==> config.mk <==
export PLATFORM = sky130hd
export DESIGN_NAME = odl_loader
export DESIGN_NICKNAME = d
export VERILOG_FILES = /design/src/design/odl_pkg.sv /design/src/design/odl_fifo_if.sv /design/src/design/odl_fifo.sv /design/src/design/odl_loader.sv
export SDC_FILE = /design/constraint.sdc
export NUM_CORES = 1
export LEC_CHECK = 0
export BUFFER_PORTS_ARGS = -buffer_cell sky130_fd_sc_hd__buf_4
export CORE_AREA = 2 2 180 217
export DETAILED_ROUTE_END_ITERATION = 8
export DIE_AREA = 0 0 182 219
export HOLD_SLACK_MARGIN = 0.02
export PLACE_DENSITY = 0.79
export SETUP_SLACK_MARGIN = 0.05
export SYNTH_ARGS = -nofsm -noshare
export SYNTH_HDL_FRONTEND = slang
export SYNTH_SLANG_ARGS = --single-unit
==> constraint.sdc <==
create_clock -name I_CLK -period 9.9 [get_ports I_CLK]
set_input_delay 0.99 -clock I_CLK [delete_from_list [all_inputs] [get_ports I_CLK]]
set_output_delay 0.99 -clock I_CLK [all_outputs]
set_load 0.005 [all_outputs]
==> src/design/odl_pkg.sv <==
// Package: constants for the octal converter serial loader.
// Assumes a single system clock; serial pins are sampled asynchronously.
package odl_pkg;
   localparam int WORD_BITS = 16;
   localparam int CODE_BITS = 12;
   localparam int NUM_CHANNELS = 8;
   localparam int SEL_BITS = 3;
   // Field positions in the received word
   localparam int CODE_MSB = 15;
   localparam int CODE_LSB = 4;
   localparam int ADDR_BIT = 3;
   localparam int SEL_MSB = 2;
   localparam int SEL_LSB = 0;
   // Segmented decode split
   localparam int SEG_BITS = 2;
   localparam int LADDER_BITS = 10;
   localparam int SEG_SWITCHES = 3;
   localparam int COUNT_BITS = 5;
   localparam logic [COUNT_BITS-1:0] COUNT_FULL = 5'h10;
   localparam logic [CODE_BITS-1:0] CODE_RESET = 12'h000;
   localparam int FIFO_DEPTH = 16;
   localparam int SYNC_STAGES = 3;
   typedef enum logic [1:0] {
      ODL_IDLE,
      ODL_SHIFT,
      ODL_DONE
   } odl_state_t;
endpackage : odl_pkg

==> src/design/odl_fifo_if.sv <==
// Interface: valid/ready word channel between loader and its word FIFO.
// Assumes both ends on the same clock.
`timescale 1ns/1ps
`default_nettype none
interface odl_fifo_if #(parameter int WIDTH = 16);
   logic in_valid;
   logic in_ready;
   logic [WIDTH-1:0] in_data;
   logic out_valid;
   logic out_ready;
   logic [WIDTH-1:0] out_data;
   modport fifo (input in_valid, in_data, out_ready, output in_ready, out_valid, out_data);
   modport user (output in_valid, in_data, out_ready, input in_ready, out_valid, out_data);
endinterface : odl_fifo_if
`default_nettype wire

==> src/design/odl_fifo.sv <==
// Word FIFO with registered read data, parameter width and depth.
// Assumes a single clock and asynchronous active-high reset.
`timescale 1ns/1ps
`default_nettype none
module odl_fifo #(
   parameter int WIDTH = 16,
   parameter int DEPTH = 16
) (
   input wire logic i_clk,
   input wire logic i_rst,
   odl_fifo_if.fifo f
);
   localparam int AW = $clog2(DEPTH);
   logic [WIDTH-1:0] mem_q [DEPTH];
   logic [AW-1:0] wr_q, wr_d, rd_q, rd_d;
   logic [AW:0] cnt_q, cnt_d;
   logic [WIDTH-1:0] dout_q, dout_d;
   logic ovalid_q, ovalid_d;
   logic push, pop, take;

   assign f.in_ready = (cnt_q != (AW+1)'(DEPTH));
   assign f.out_valid = ovalid_q;
   assign f.out_data = dout_q;
   assign push = f.in_valid && f.in_ready;
   // Move one word into the output register when it is free
   assign take = (cnt_q != '0) && (!ovalid_q || f.out_ready);
   assign pop = take;

   always_comb begin
      wr_d = push ? AW'(wr_q + 1'b1) : wr_q;
      rd_d = pop ? AW'(rd_q + 1'b1) : rd_q;
      cnt_d = cnt_q + (AW+1)'(push) - (AW+1)'(pop);
      dout_d = take ? mem_q[rd_q] : dout_q;
      if (take) begin
         ovalid_d = 1'b1;
      end else if (f.out_ready) begin
         ovalid_d = 1'b0;
      end else begin
         ovalid_d = ovalid_q;
      end
   end

   always_ff @(posedge i_clk) begin
      if (push) begin
         mem_q[wr_q] <= f.in_data;
      end
   end

   always_ff @(posedge i_clk or posedge i_rst) begin
      if (i_rst) begin
         wr_q <= '0;
         rd_q <= '0;
         cnt_q <= '0;
         dout_q <= '0;
         ovalid_q <= 1'b0;
      end else begin
         wr_q <= wr_d;
         rd_q <= rd_d;
         cnt_q <= cnt_d;
         dout_q <= dout_d;
         ovalid_q <= ovalid_d;
      end
   end
endmodule : odl_fifo
`default_nettype wire

==> src/design/odl_loader.sv <==
// Top: serial loader, input latches and converter latches for eight channels.
// Assumes serial pins, load-all and clear arrive asynchronously to I_CLK.
`timescale 1ns/1ps
`default_nettype none
// Summary of operation
// With frame sync low, capture data on each serial clock falling edge.
// After sixteen bits stop shifting until frame sync falls again.
// Shift received bits out on the rising clock edge after each capture.
// Accept word only when its address bit equals the strap pin.
// Low three word bits select channel zero to seven.
// Load-all low copies every input latch to its converter latch.
// Clear low forces all converter latches to zero.
// Clear leaves input latches unchanged.
// Top two code bits drive three segment switches, low ten drive ladder.
// Word order: code MSB first, address bit, then three select bits.
// Accepted code written to input latch on sixteenth falling edge; code goes via the word FIFO, two I_CLK cycles after the shift.
// Mismatched words still pass out on serial data output.
// Load-all and clear act without serial clock; clear wins.
module odl_loader
   import odl_pkg::*;
#(
   parameter int FIFO_WORDS = FIFO_DEPTH
) (
   input wire logic I_CLK,
   input wire logic I_SYS_RST,
   input wire logic i_frame_sync_n,
   input wire logic i_serial_clock_in,
   input wire logic i_serial_data_in,
   input wire logic i_device_address_strap,
   input wire logic i_load_all_n,
   input wire logic i_clear_all_n,
   output logic o_serial_data_out,
   output logic [NUM_CHANNELS*CODE_BITS-1:0] o_converter_code,
   output logic [NUM_CHANNELS*SEG_SWITCHES-1:0] o_segment_switch,
   output logic [NUM_CHANNELS*LADDER_BITS-1:0] o_ladder_switch,
   output logic o_word_accepted,
   output logic o_fifo_overflow
);

   ////////////////////////////////////////////////////////////////////////////
   // Input synchronisers: three stages, change taken when stages 2 and 3 agree
   localparam int NSYNC = 6;
   logic [NSYNC-1:0] pin_raw;
   logic [NSYNC-1:0] s1_q, s2_q, s3_q, clean_q, clean_d;
   logic [NSYNC-1:0] s1_d, s2_d, s3_d;
   assign pin_raw = {i_frame_sync_n, i_serial_clock_in, i_serial_data_in,
                     i_device_address_strap, i_load_all_n, i_clear_all_n};

   always_comb begin
      s1_d = pin_raw;
      s2_d = s1_q;
      s3_d = s2_q;
      clean_d = clean_q;
      for (int i = 0; i < NSYNC; i++) begin
         if (s2_q[i] == s3_q[i]) begin
            clean_d[i] = s3_q[i];
         end
      end
   end

   always_ff @(posedge I_CLK or posedge I_SYS_RST) begin
      if (I_SYS_RST) begin
         // Serial clock rests low, every other pin high
         s1_q <= 6'h2f;
         s2_q <= 6'h2f;
         s3_q <= 6'h2f;
         clean_q <= 6'h2f;
      end else begin
         s1_q <= s1_d;
         s2_q <= s2_d;
         s3_q <= s3_d;
         clean_q <= clean_d;
      end
   end

   logic fs_n, sclk, sdat, strap, ldall_n, clr_n;
   logic fs_prev_q, fs_prev_d, sclk_prev_q, sclk_prev_d;
   assign {fs_n, sclk, sdat, strap, ldall_n, clr_n} = clean_q;

   // Levels one cycle back, for edge detection
   always_comb begin
      fs_prev_d = fs_n;
      sclk_prev_d = sclk;
   end

   always_ff @(posedge I_CLK or posedge I_SYS_RST) begin
      if (I_SYS_RST) begin
         fs_prev_q <= 1'b1;
         sclk_prev_q <= 1'b0;
      end else begin
         fs_prev_q <= fs_prev_d;
         sclk_prev_q <= sclk_prev_d;
      end
   end

   logic fs_fall, sclk_fall, sclk_rise;
   assign fs_fall = fs_prev_q && !fs_n;
   assign sclk_fall = sclk_prev_q && !sclk;
   assign sclk_rise = !sclk_prev_q && sclk;

   ////////////////////////////////////////////////////////////////////////////
   // Serial frame state machine and shift register
   odl_state_t state_q, state_d;
   logic [WORD_BITS-1:0] shreg_q, shreg_d;
   logic [COUNT_BITS-1:0] count_q, count_d;
   logic sdo_q, sdo_d;
   logic out_pend_q, out_pend_d;
   logic word_done;

   always_comb begin
      state_d = state_q;
      shreg_d = shreg_q;
      count_d = count_q;
      sdo_d = sdo_q;
      out_pend_d = out_pend_q;
      word_done = 1'b0;
      // Daisy-chain output follows the capture on the next rising edge
      if (sclk_rise && out_pend_q) begin
         sdo_d = shreg_q[WORD_BITS-1];
         out_pend_d = 1'b0;
      end
      case (state_q)
         ODL_IDLE: begin
            if (fs_fall) begin
               state_d = ODL_SHIFT;
               count_d = '0;
            end
         end
         ODL_SHIFT: begin
            if (fs_n) begin
               state_d = ODL_IDLE;
            end else if (sclk_fall) begin
               // Bits enter LSB end, so the first bit ends in bit 15
               shreg_d = {shreg_q[WORD_BITS-2:0], sdat};
               out_pend_d = 1'b1;
               count_d = count_q + 5'h01;
               if (count_q + 5'h01 == COUNT_FULL) begin
                  state_d = ODL_DONE;
                  word_done = 1'b1;
               end
            end
         end
         ODL_DONE: begin
            if (fs_fall) begin
               state_d = ODL_SHIFT;
               count_d = '0;
            end
         end
         default: begin
            state_d = ODL_IDLE;
         end
      endcase
   end

   always_ff @(posedge I_CLK or posedge I_SYS_RST) begin
      if (I_SYS_RST) begin
         state_q <= ODL_IDLE;
         shreg_q <= '0;
         count_q <= '0;
         sdo_q <= 1'b0;
         out_pend_q <= 1'b0;
      end else begin
         state_q <= state_d;
         shreg_q <= shreg_d;
         count_q <= count_d;
         sdo_q <= sdo_d;
         out_pend_q <= out_pend_d;
      end
   end

   assign o_serial_data_out = sdo_q;

   ////////////////////////////////////////////////////////////////////////////
   // Word FIFO between the shifter and the input latches
   logic [WORD_BITS-1:0] new_word;
   assign new_word = shreg_d;
   odl_fifo_if #(.WIDTH(WORD_BITS)) wf ();
   assign wf.in_valid = word_done;
   assign wf.in_data = new_word;
   assign wf.out_ready = 1'b1;
   odl_fifo #(
      .WIDTH(WORD_BITS),
      .DEPTH(FIFO_WORDS)
   ) u_fifo (
      .i_clk(I_CLK),
      .i_rst(I_SYS_RST),
      .f(wf.fifo)
   );

   ////////////////////////////////////////////////////////////////////////////
   // Input latches and converter latches
   logic [CODE_BITS-1:0] in_latch_q [NUM_CHANNELS];
   logic [CODE_BITS-1:0] in_latch_d [NUM_CHANNELS];
   logic [CODE_BITS-1:0] conv_q [NUM_CHANNELS];
   logic [CODE_BITS-1:0] conv_d [NUM_CHANNELS];
   logic accept_d, accept_q, ovf_d, ovf_q;
   logic [SEL_BITS-1:0] sel;
   logic [NUM_CHANNELS-1:0] sel_hot;
   logic addr_ok;

   // Field extraction from a received word
   function automatic logic [CODE_BITS-1:0] word_code(input logic [WORD_BITS-1:0] w);
      word_code = w[CODE_MSB:CODE_LSB];
   endfunction : word_code

   function automatic logic [SEL_BITS-1:0] word_sel(input logic [WORD_BITS-1:0] w);
      word_sel = w[SEL_MSB:SEL_LSB];
   endfunction : word_sel

   function automatic logic word_addr(input logic [WORD_BITS-1:0] w);
      word_addr = w[ADDR_BIT];
   endfunction : word_addr

   function automatic logic [NUM_CHANNELS-1:0] chan_onehot(input logic [SEL_BITS-1:0] s);
      chan_onehot = '0;
      chan_onehot[s] = 1'b1;
   endfunction : chan_onehot

   assign sel = word_sel(wf.out_data);
   assign sel_hot = chan_onehot(sel);
   assign addr_ok = (word_addr(wf.out_data) == strap);

   always_comb begin
      accept_d = 1'b0;
      ovf_d = ovf_q || (word_done && !wf.in_ready);
      for (int c = 0; c < NUM_CHANNELS; c++) begin
         in_latch_d[c] = in_latch_q[c];
         conv_d[c] = conv_q[c];
         if (wf.out_valid && addr_ok && sel_hot[c]) begin
            in_latch_d[c] = word_code(wf.out_data);
         end
         if (!clr_n) begin
            conv_d[c] = CODE_RESET;
         end else if (!ldall_n) begin
            conv_d[c] = in_latch_q[c];
         end
      end
      if (wf.out_valid && addr_ok) begin
         accept_d = 1'b1;
      end
   end

   always_ff @(posedge I_CLK or posedge I_SYS_RST) begin
      if (I_SYS_RST) begin
         for (int c = 0; c < NUM_CHANNELS; c++) begin
            in_latch_q[c] <= CODE_RESET;
            conv_q[c] <= CODE_RESET;
         end
         accept_q <= 1'b0;
         ovf_q <= 1'b0;
      end else begin
         for (int c = 0; c < NUM_CHANNELS; c++) begin
            in_latch_q[c] <= in_latch_d[c];
            conv_q[c] <= conv_d[c];
         end
         accept_q <= accept_d;
         ovf_q <= ovf_d;
      end
   end

   assign o_word_accepted = accept_q;
   assign o_fifo_overflow = ovf_q;

   ////////////////////////////////////////////////////////////////////////////
   // Segmented decode of each converter code
   function automatic logic [SEG_SWITCHES-1:0] seg_decode(input logic [SEG_BITS-1:0] top);
      case (top)
         2'h0: seg_decode = 3'h0;
         2'h1: seg_decode = 3'h1;
         2'h2: seg_decode = 3'h3;
         default: seg_decode = 3'h7;
      endcase
   endfunction : seg_decode

   logic [NUM_CHANNELS*SEG_SWITCHES-1:0] seg_d, seg_q;
   always_comb begin
      seg_d = '0;
      for (int c = 0; c < NUM_CHANNELS; c++) begin
         seg_d[c*SEG_SWITCHES +: SEG_SWITCHES] =
            seg_decode(conv_d[c][CODE_BITS-1 -: SEG_BITS]);
      end
   end

   always_ff @(posedge I_CLK or posedge I_SYS_RST) begin
      if (I_SYS_RST) begin
         seg_q <= '0;
      end else begin
         seg_q <= seg_d;
      end
   end

   assign o_segment_switch = seg_q;
   always_comb begin
      for (int c = 0; c < NUM_CHANNELS; c++) begin
         o_converter_code[c*CODE_BITS +: CODE_BITS] = conv_q[c];
         o_ladder_switch[c*LADDER_BITS +: LADDER_BITS] = conv_q[c][LADDER_BITS-1:0];
      end
   end

endmodule : odl_loader
`default_nettype wire

-- Word-level counts from Yosys, hierarchy flattened
Memories as Yosys holds them, arrays and structs flattened. A register that Yosys moved wholly into a read port is not among the register bits.
Cells that the tools add are included.
- bits in registers: 283
- bits in writable memories: 256
- memories kept: 1
- $add $sub $neg: 5
- $lt $le $gt $ge: 2
- reduce and logical (&&, ||, !) cells: 35
- muxes and demuxes: 50
- equal/unequal tests: 33
- memory list (memory ; depth ; bits a word ; rd ports ; clocked after memory_dff ; write ports ; line ; source):
    u_fifo.mem_q ; 16 ; 16 ; 1 ; 1 ; 1 ; odl_fifo.sv:14 ; logic [WIDTH-1:0] mem_q [DEPTH];
- operators by type and width (kind ; number):
    $mux W12 ; 16
    $pmux W3 S3 ; 8
    $mux W16 ; 3
    $eq A2 B1 Y1 const B ; 9
    $eq A2 B2 Y1 const B ; 9
    $logic_not A2 Y1 ; 9
    $logic_and A1 B1 Y1 ; 16
    $mux W5 ; 3
    $mux W1 ; 13
    $pmux W5 S2 ; 1
    $add A4 B1 Y4 const B ; 2
    $mux W2 ; 4
    $eq A1 B1 Y1 ; 7
    $ne A2 B2 Y1 const B ; 3
    $ne A3 B3 Y1 const B ; 2
    $add A5 B1 Y5 ; 1
    $add A5 B1 Y5 const B ; 1
    $eq A5 B5 Y1 const B ; 1
    $ne A5 B5 Y1 const B ; 1
    $reduce_bool A5 Y1 ; 1
    $sub A5 B1 Y5 ; 1
    $logic_not A1 Y1 ; 4
    $lt A3 B4 Y1 const B ; 1
    $pmux W2 S2 ; 1
    8 further kinds ; 8

-- Logic depth before layout (Yosys ltp)
- word-level depth: 9
- mapped depth: 13

-- By module
A second synthesis with hierarchy kept.
- cell total of the unflattened synthesis: 1318
- area, all modules: 22291.4 um^2
- modules (own cells, without submodules) (module ; instances ; cells each ; area an instance (um^2) ; sequential area each (um^2)):
    odl_loader ; 1 ; 794 ; 11168.2 ; 6757.7
    odl_fifo ; 1 ; 524 ; 11123.2 ; 8438.1

-- Least setup slack after synthesis
OpenSTA, ideal clock, no wires.
- kind: register -> register
- from: register count_q[0]
- to: memory u_fifo.mem_q[0][0], enable pin
- data required time: 9.491 ns
- clock period less this slack: 3.078 ns
- stages on the path, launching flop included: 7
- data arrival time: 2.668 ns
- path slack: 6.822 ns
- library setup time: 0.409 ns
- path buffers: 0
- path through: dfrtp_1 -> ha_1 -> nand3b_4 -> or4_4 -> o41ai_4 -> nand3_1 -> nor3_1
- longest elaborated chain between the ends: 9
- RTL lines (what ; line ; source):
    start, declared ; odl_loader.sv:105 ; logic [COUNT_BITS-1:0] count_q, count_d;
    start signal, assigned ; odl_loader.sv:165 ; count_q <= count_d;
    $add A5 B1 Y5 ; odl_loader.sv:137 ; if (count_q + 5'h01 == COUNT_FULL) begin
    $eq A5 B5 Y1 ; odl_loader.sv:137 ;
    $mux W1 ; odl_loader.sv:137 ;
    $mux W1 ; odl_loader.sv:132 ; end else if (sclk_fall) begin
    $mux W1 ; odl_loader.sv:130 ; if (fs_n) begin
    $mux W1 ; odl_loader.sv:122 ; case (state_q)
    $logic_and A1 B1 Y1 ; odl_fifo.sv:24 ; assign push = f.in_valid && f.in_ready;
    $mux W1 ; odl_fifo.sv:44 ; if (push) begin
    $mux W1 (not written as such) ; odl_fifo.sv:45 ; mem_q[wr_q] <= f.in_data;
    end, declared ; odl_fifo.sv:14 ;
Every way passes these cells.

-- Worst setup path after layout
- from: register u_fifo.cnt_q[2]
- to: register u_fifo.cnt_q[4]
- longest elaborated chain between the ends: 4
- RTL lines (what ; line ; source):
    start, declared ; odl_fifo.sv:16 ; logic [AW:0] cnt_q, cnt_d;
    start signal, assigned ; odl_fifo.sv:59 ; cnt_q <= cnt_d;
    $ne A5 B5 Y1 ; odl_fifo.sv:21 ; assign f.in_ready = (cnt_q != (AW+1)'(DEPTH));
    $logic_and A1 B1 Y1 ; odl_fifo.sv:24 ;
    $add A5 B1 Y5 ; odl_fifo.sv:32 ; cnt_d = cnt_q + (AW+1)'(push) - (AW+1)'(pop);
    $sub A5 B1 Y5 (*) ; odl_fifo.sv:32 ;
    named net u_fifo.cnt_d[4] ; odl_fifo.sv:16 ;
The timed path passes the listed nets; every way through them passes the cells marked *.
A chain may end at the register's enable or synchronous reset.

==> metrics.md <==
| Metric | Value |
|---|---|
| Status | completed |
| Master cell of the clock root buffer | clkbuf_16 |
| Starting utilization of the core area | 58.5% |
| Kind of start point of the critical path | flip-flop |
| Maximum Capacitance Violations | 0 |
| Comb pwr share | 2.9% |
| Clk buf depth | 3 |
| Area contributors post-synth | edfxtp_1 (35%), dfrtp_1 (32%), mux2_2 (7.3%), mux4_2 (6.5%), mux2i_1 (4.4%) |
| Height of the chip | 219 µm |
| Remaining antenna violation count | 0 |
| Via count of the first global-routing pass | 11388 |
| Worst min-delay path category | reg -> reg |
| Maximum number of pins on one net before global-route repair | 172 |
| Syn Std Cell Area | 22000 µm² |
| Port-buffer cells | 210 |
| TritonCTS sink count | 555 |
| Number of different library cells in the post-synthesis netlist | 44 |
| Die area | 39900 µm² |
| Number of iterations in the first detailed-routing pass | 5 |
| Post-synth net total | 1358 |
| Sw Ratio | 20.5% |
| Power density over the cells | 178 nW/µm² |
| Final hold violation count | 0 |
| Cell type with the highest aggregate area in the netlist | edfxtp_1 |
| Clk pin slew, worst setup/hold paths | 0.06 ns |
| Total routing usage reported by global routing | 21.5% |
| Final net count | 1489 |
| Core Region | 37700 µm² |
| DPL Wire Length | 25500 µm |
| Post-synth ARST share | 53.9% |
| Initial antenna violation count | 0 |
| Gate count of the mapped netlist | 1336 |
| Global-route wire length before repair | 65500 µm |
| Slew @ Worst Pin | 1.14 ns |
| Filler Cell Count | 2442 |
| Drt wl/cell | 21.2 µm |
| Number of diodes added for antenna fixing | 0 |
| Synth Flop Type | dfrtp_1 |
| Leading post-synthesis cells by instance count | dfrtp_1 (278), edfxtp_1 (256), mux2_2 (143) |
| Kind of end point of the critical path | flip-flop |
| Most common cell in the netlist | dfrtp_1 |
| I/O pin count | 211 |
| RSZ-0062 raised after global routing | false |
| Post_cts resized | 0 |
| Data required time at the worst endpoint | 10.39 ns |
| Highest achievable clock rate | 0.275 GHz |
| Row cnt | 78 |
| R2r endpoint | u_fifo.cnt_q[4] |
| Critical-path maximum fanout | 33 |
| Clk Latency, worst-skew pair | 0.57 ns |
| Worst R2R Start | u_fifo.cnt_q[2] |
| Count of final max-slew check failures | 0 |
| Worst Setup Path Type | reg -> reg |
| GPL Wtd Cong | 0.756 |
| Final worst hold slack | 0.351 ns |
| Normalized max-slew margin | 23.5% |
| Reg2Reg Depth | 12 |
| Cts hold-fix bufs | 0 |
| Clock tree from TritonCTS | done |
| Portion of the post-synthesis area used by sequential elements | 68.9% |
| Aggregate routed wire length | 42000 µm |
| Post-synthesis average cell area | 16.5 µm² |
| Post-route fraction of the period consumed by the critical path | 36.7% |
| Via-to-Cell Ratio | 5.66 |
| Slack of the worst reg-to-reg path | 6.26 ns |
| Sequential power share | 55.8% |
| Fraction of final layout cells with drive strength greater than 1 | 35.6% |
| Setup fix buffers added after clock tree synthesis | 0 |
| Final setup vio count | 0 |
| Total via count in the routed design | 11237 |
| TritonCTS buffer count | 51 |
| Post-synth EDFFs | 256 |
| Critical Path Sink | u_fifo.cnt_q[4] |
| Starting DRC count in detailed routing | 888 |
| Largest vdd supply drop | 0.130 mV |
| Yosys reg bits | 555 |
| Grt total ovfl | 0 |
| Total net switching power | 914 µW |
| Overall Power | 4450 µW |
| Critical path arrival | 4.13 ns |
| Synth-to-Final Area Change | 13.5% |
| Internal power summed over all cells | 3540 µW |
| Leakage dissipation | 0.0109 µW |
| Period minus WS final | 3.64 ns |
| DRC | 0 |
| Critical Path Start | u_fifo.cnt_q[2] |
| Final cell utilization of the core | 66.4% |
| Aggregate negative setup slack | 0 ns |
| Die extent in x | 182 µm |
| Clk network pwr share | 41.4% |
| Syn. warnings | 0 |
| Setup skew after layout | 0.0269 ns |
| CTS H-tree lvls | 2 |
| Portion of synthesized cell area occupied by the leading cell type | 34.9% |
flip-flops by register name, summed over array words and instances (netlist names), 5 cells and up:
name               flops
count_q                5
o_converter_code      96
clean_q                6
u_fifo.cnt_q           5
u_fifo.mem_q         256
s1_q                   6
s2_q                   6
u_fifo.f.out_data     16
shreg_q               16
o_segment_switch      24
s3_q                   6
in_latch_q            96
through the flow:
stage,area (µm²),std cells,setup slack (ns)
global route,25000,1985,5.77
CTS,25000,1985,6.22
floorplan,22000,1336,0.684
detailed placement,23500,1894,6.28
global placement,23500,1894,6.37
finish,25000,1985,6.26
cells by family (layout without fill, tap and decap cells):
group | Yosys count | after routing | synth area share [%]
flops | 555 | 555 | 68.9
compound gates | 49 | 49 | 1.30
simple gates | 219 | 219 | 5.29
xor+xnor | 13 | 13 | 0.516
fa+ha+maj | 20 | 20 | 1.10
mux | 303 | 303 | 18.2
buf+inv | 177 | 346 | 4.66
routing by layer:
layer / track usage, % / part of all wire, % / wire length, µm
met3: 3.14 / 4.7 / 1970
met5: 0 / 0 / 0
met2: 37.7 / 53 / 22100
met4: 5.27 / 1.6 / 677
met1: 28.7 / 41 / 17300
power by group through the flow:
stage | Sequential [µW] | Combinational, µW | Clock, µW
final | 2480 | 128 | 1840
after global routing | 2490 | 143 | 1970
after CTS | 2480 | 129 | 1870
after detailed placement | 2530 | 129 | 0
after global placement | 2530 | 123 | 0
after floorplan | 2510 | 103 | 0
area by class of cell:
class                   count  area, µm²  area share [%]
flip-flops and latches    555      15200            60.7
clock inverters            17        139           0.555
multi-input cells         604       5880            23.5
well taps                 480        601            2.40
repair buffers            216       1630            6.53
inverters                  39        154           0.615
clock buffers              74       1410            5.64
worst max-delay path, stage by stage (launching register included):
cell     delay (ns)
dfrtp_1        0.38
inv_1          0.09
ha_1           0.16
nor4b_2        0.64
inv_1          0.66
ha_1           0.50
inv_1          0.04
ha_1           0.21
fa_1           0.43
a21oi_1        0.15
nor2_1         0.05
nor2_1         0.12
xnor2_1        0.13
cell usage in the layout (no fill, tap or decap), types with 30 or more instances in the layout:
| cell | instances |
|---|---|
| mux2_2 | 143 |
| buf_4 | 215 |
| mux2i_1 | 96 |
| edfxtp_1 | 256 |
| nor2_1 | 30 |
| mux4_2 | 64 |
| nand2_1 | 54 |
| dfrtp_1 | 275 |
| nor2b_1 | 82 |
| inv_1 | 38 |
| clkbuf_16 | 51 |
worst min path at each step:
| stage | to | slack (ns) | cells past startpoint | from |
|---|---|---|---|---|
| 6_report | s2_q[1] | 0.35 | 0 | s1_q[1] |
| 5_1_grt | s2_q[1] | 0.36 | 0 | s1_q[1] |
| 4_1_cts | s2_q[1] | 0.35 | 0 | s1_q[1] |
| 3_5_place_dp | s2_q[4] | 0.34 | 0 | s1_q[4] |
| 3_3_place_gp | s2_q[4] | 0.34 | 0 | s1_q[4] |
| 2_1_floorplan | s2_q[4] | 0.33 | 0 | s1_q[4] |
(Power assumes the default switching activity.)
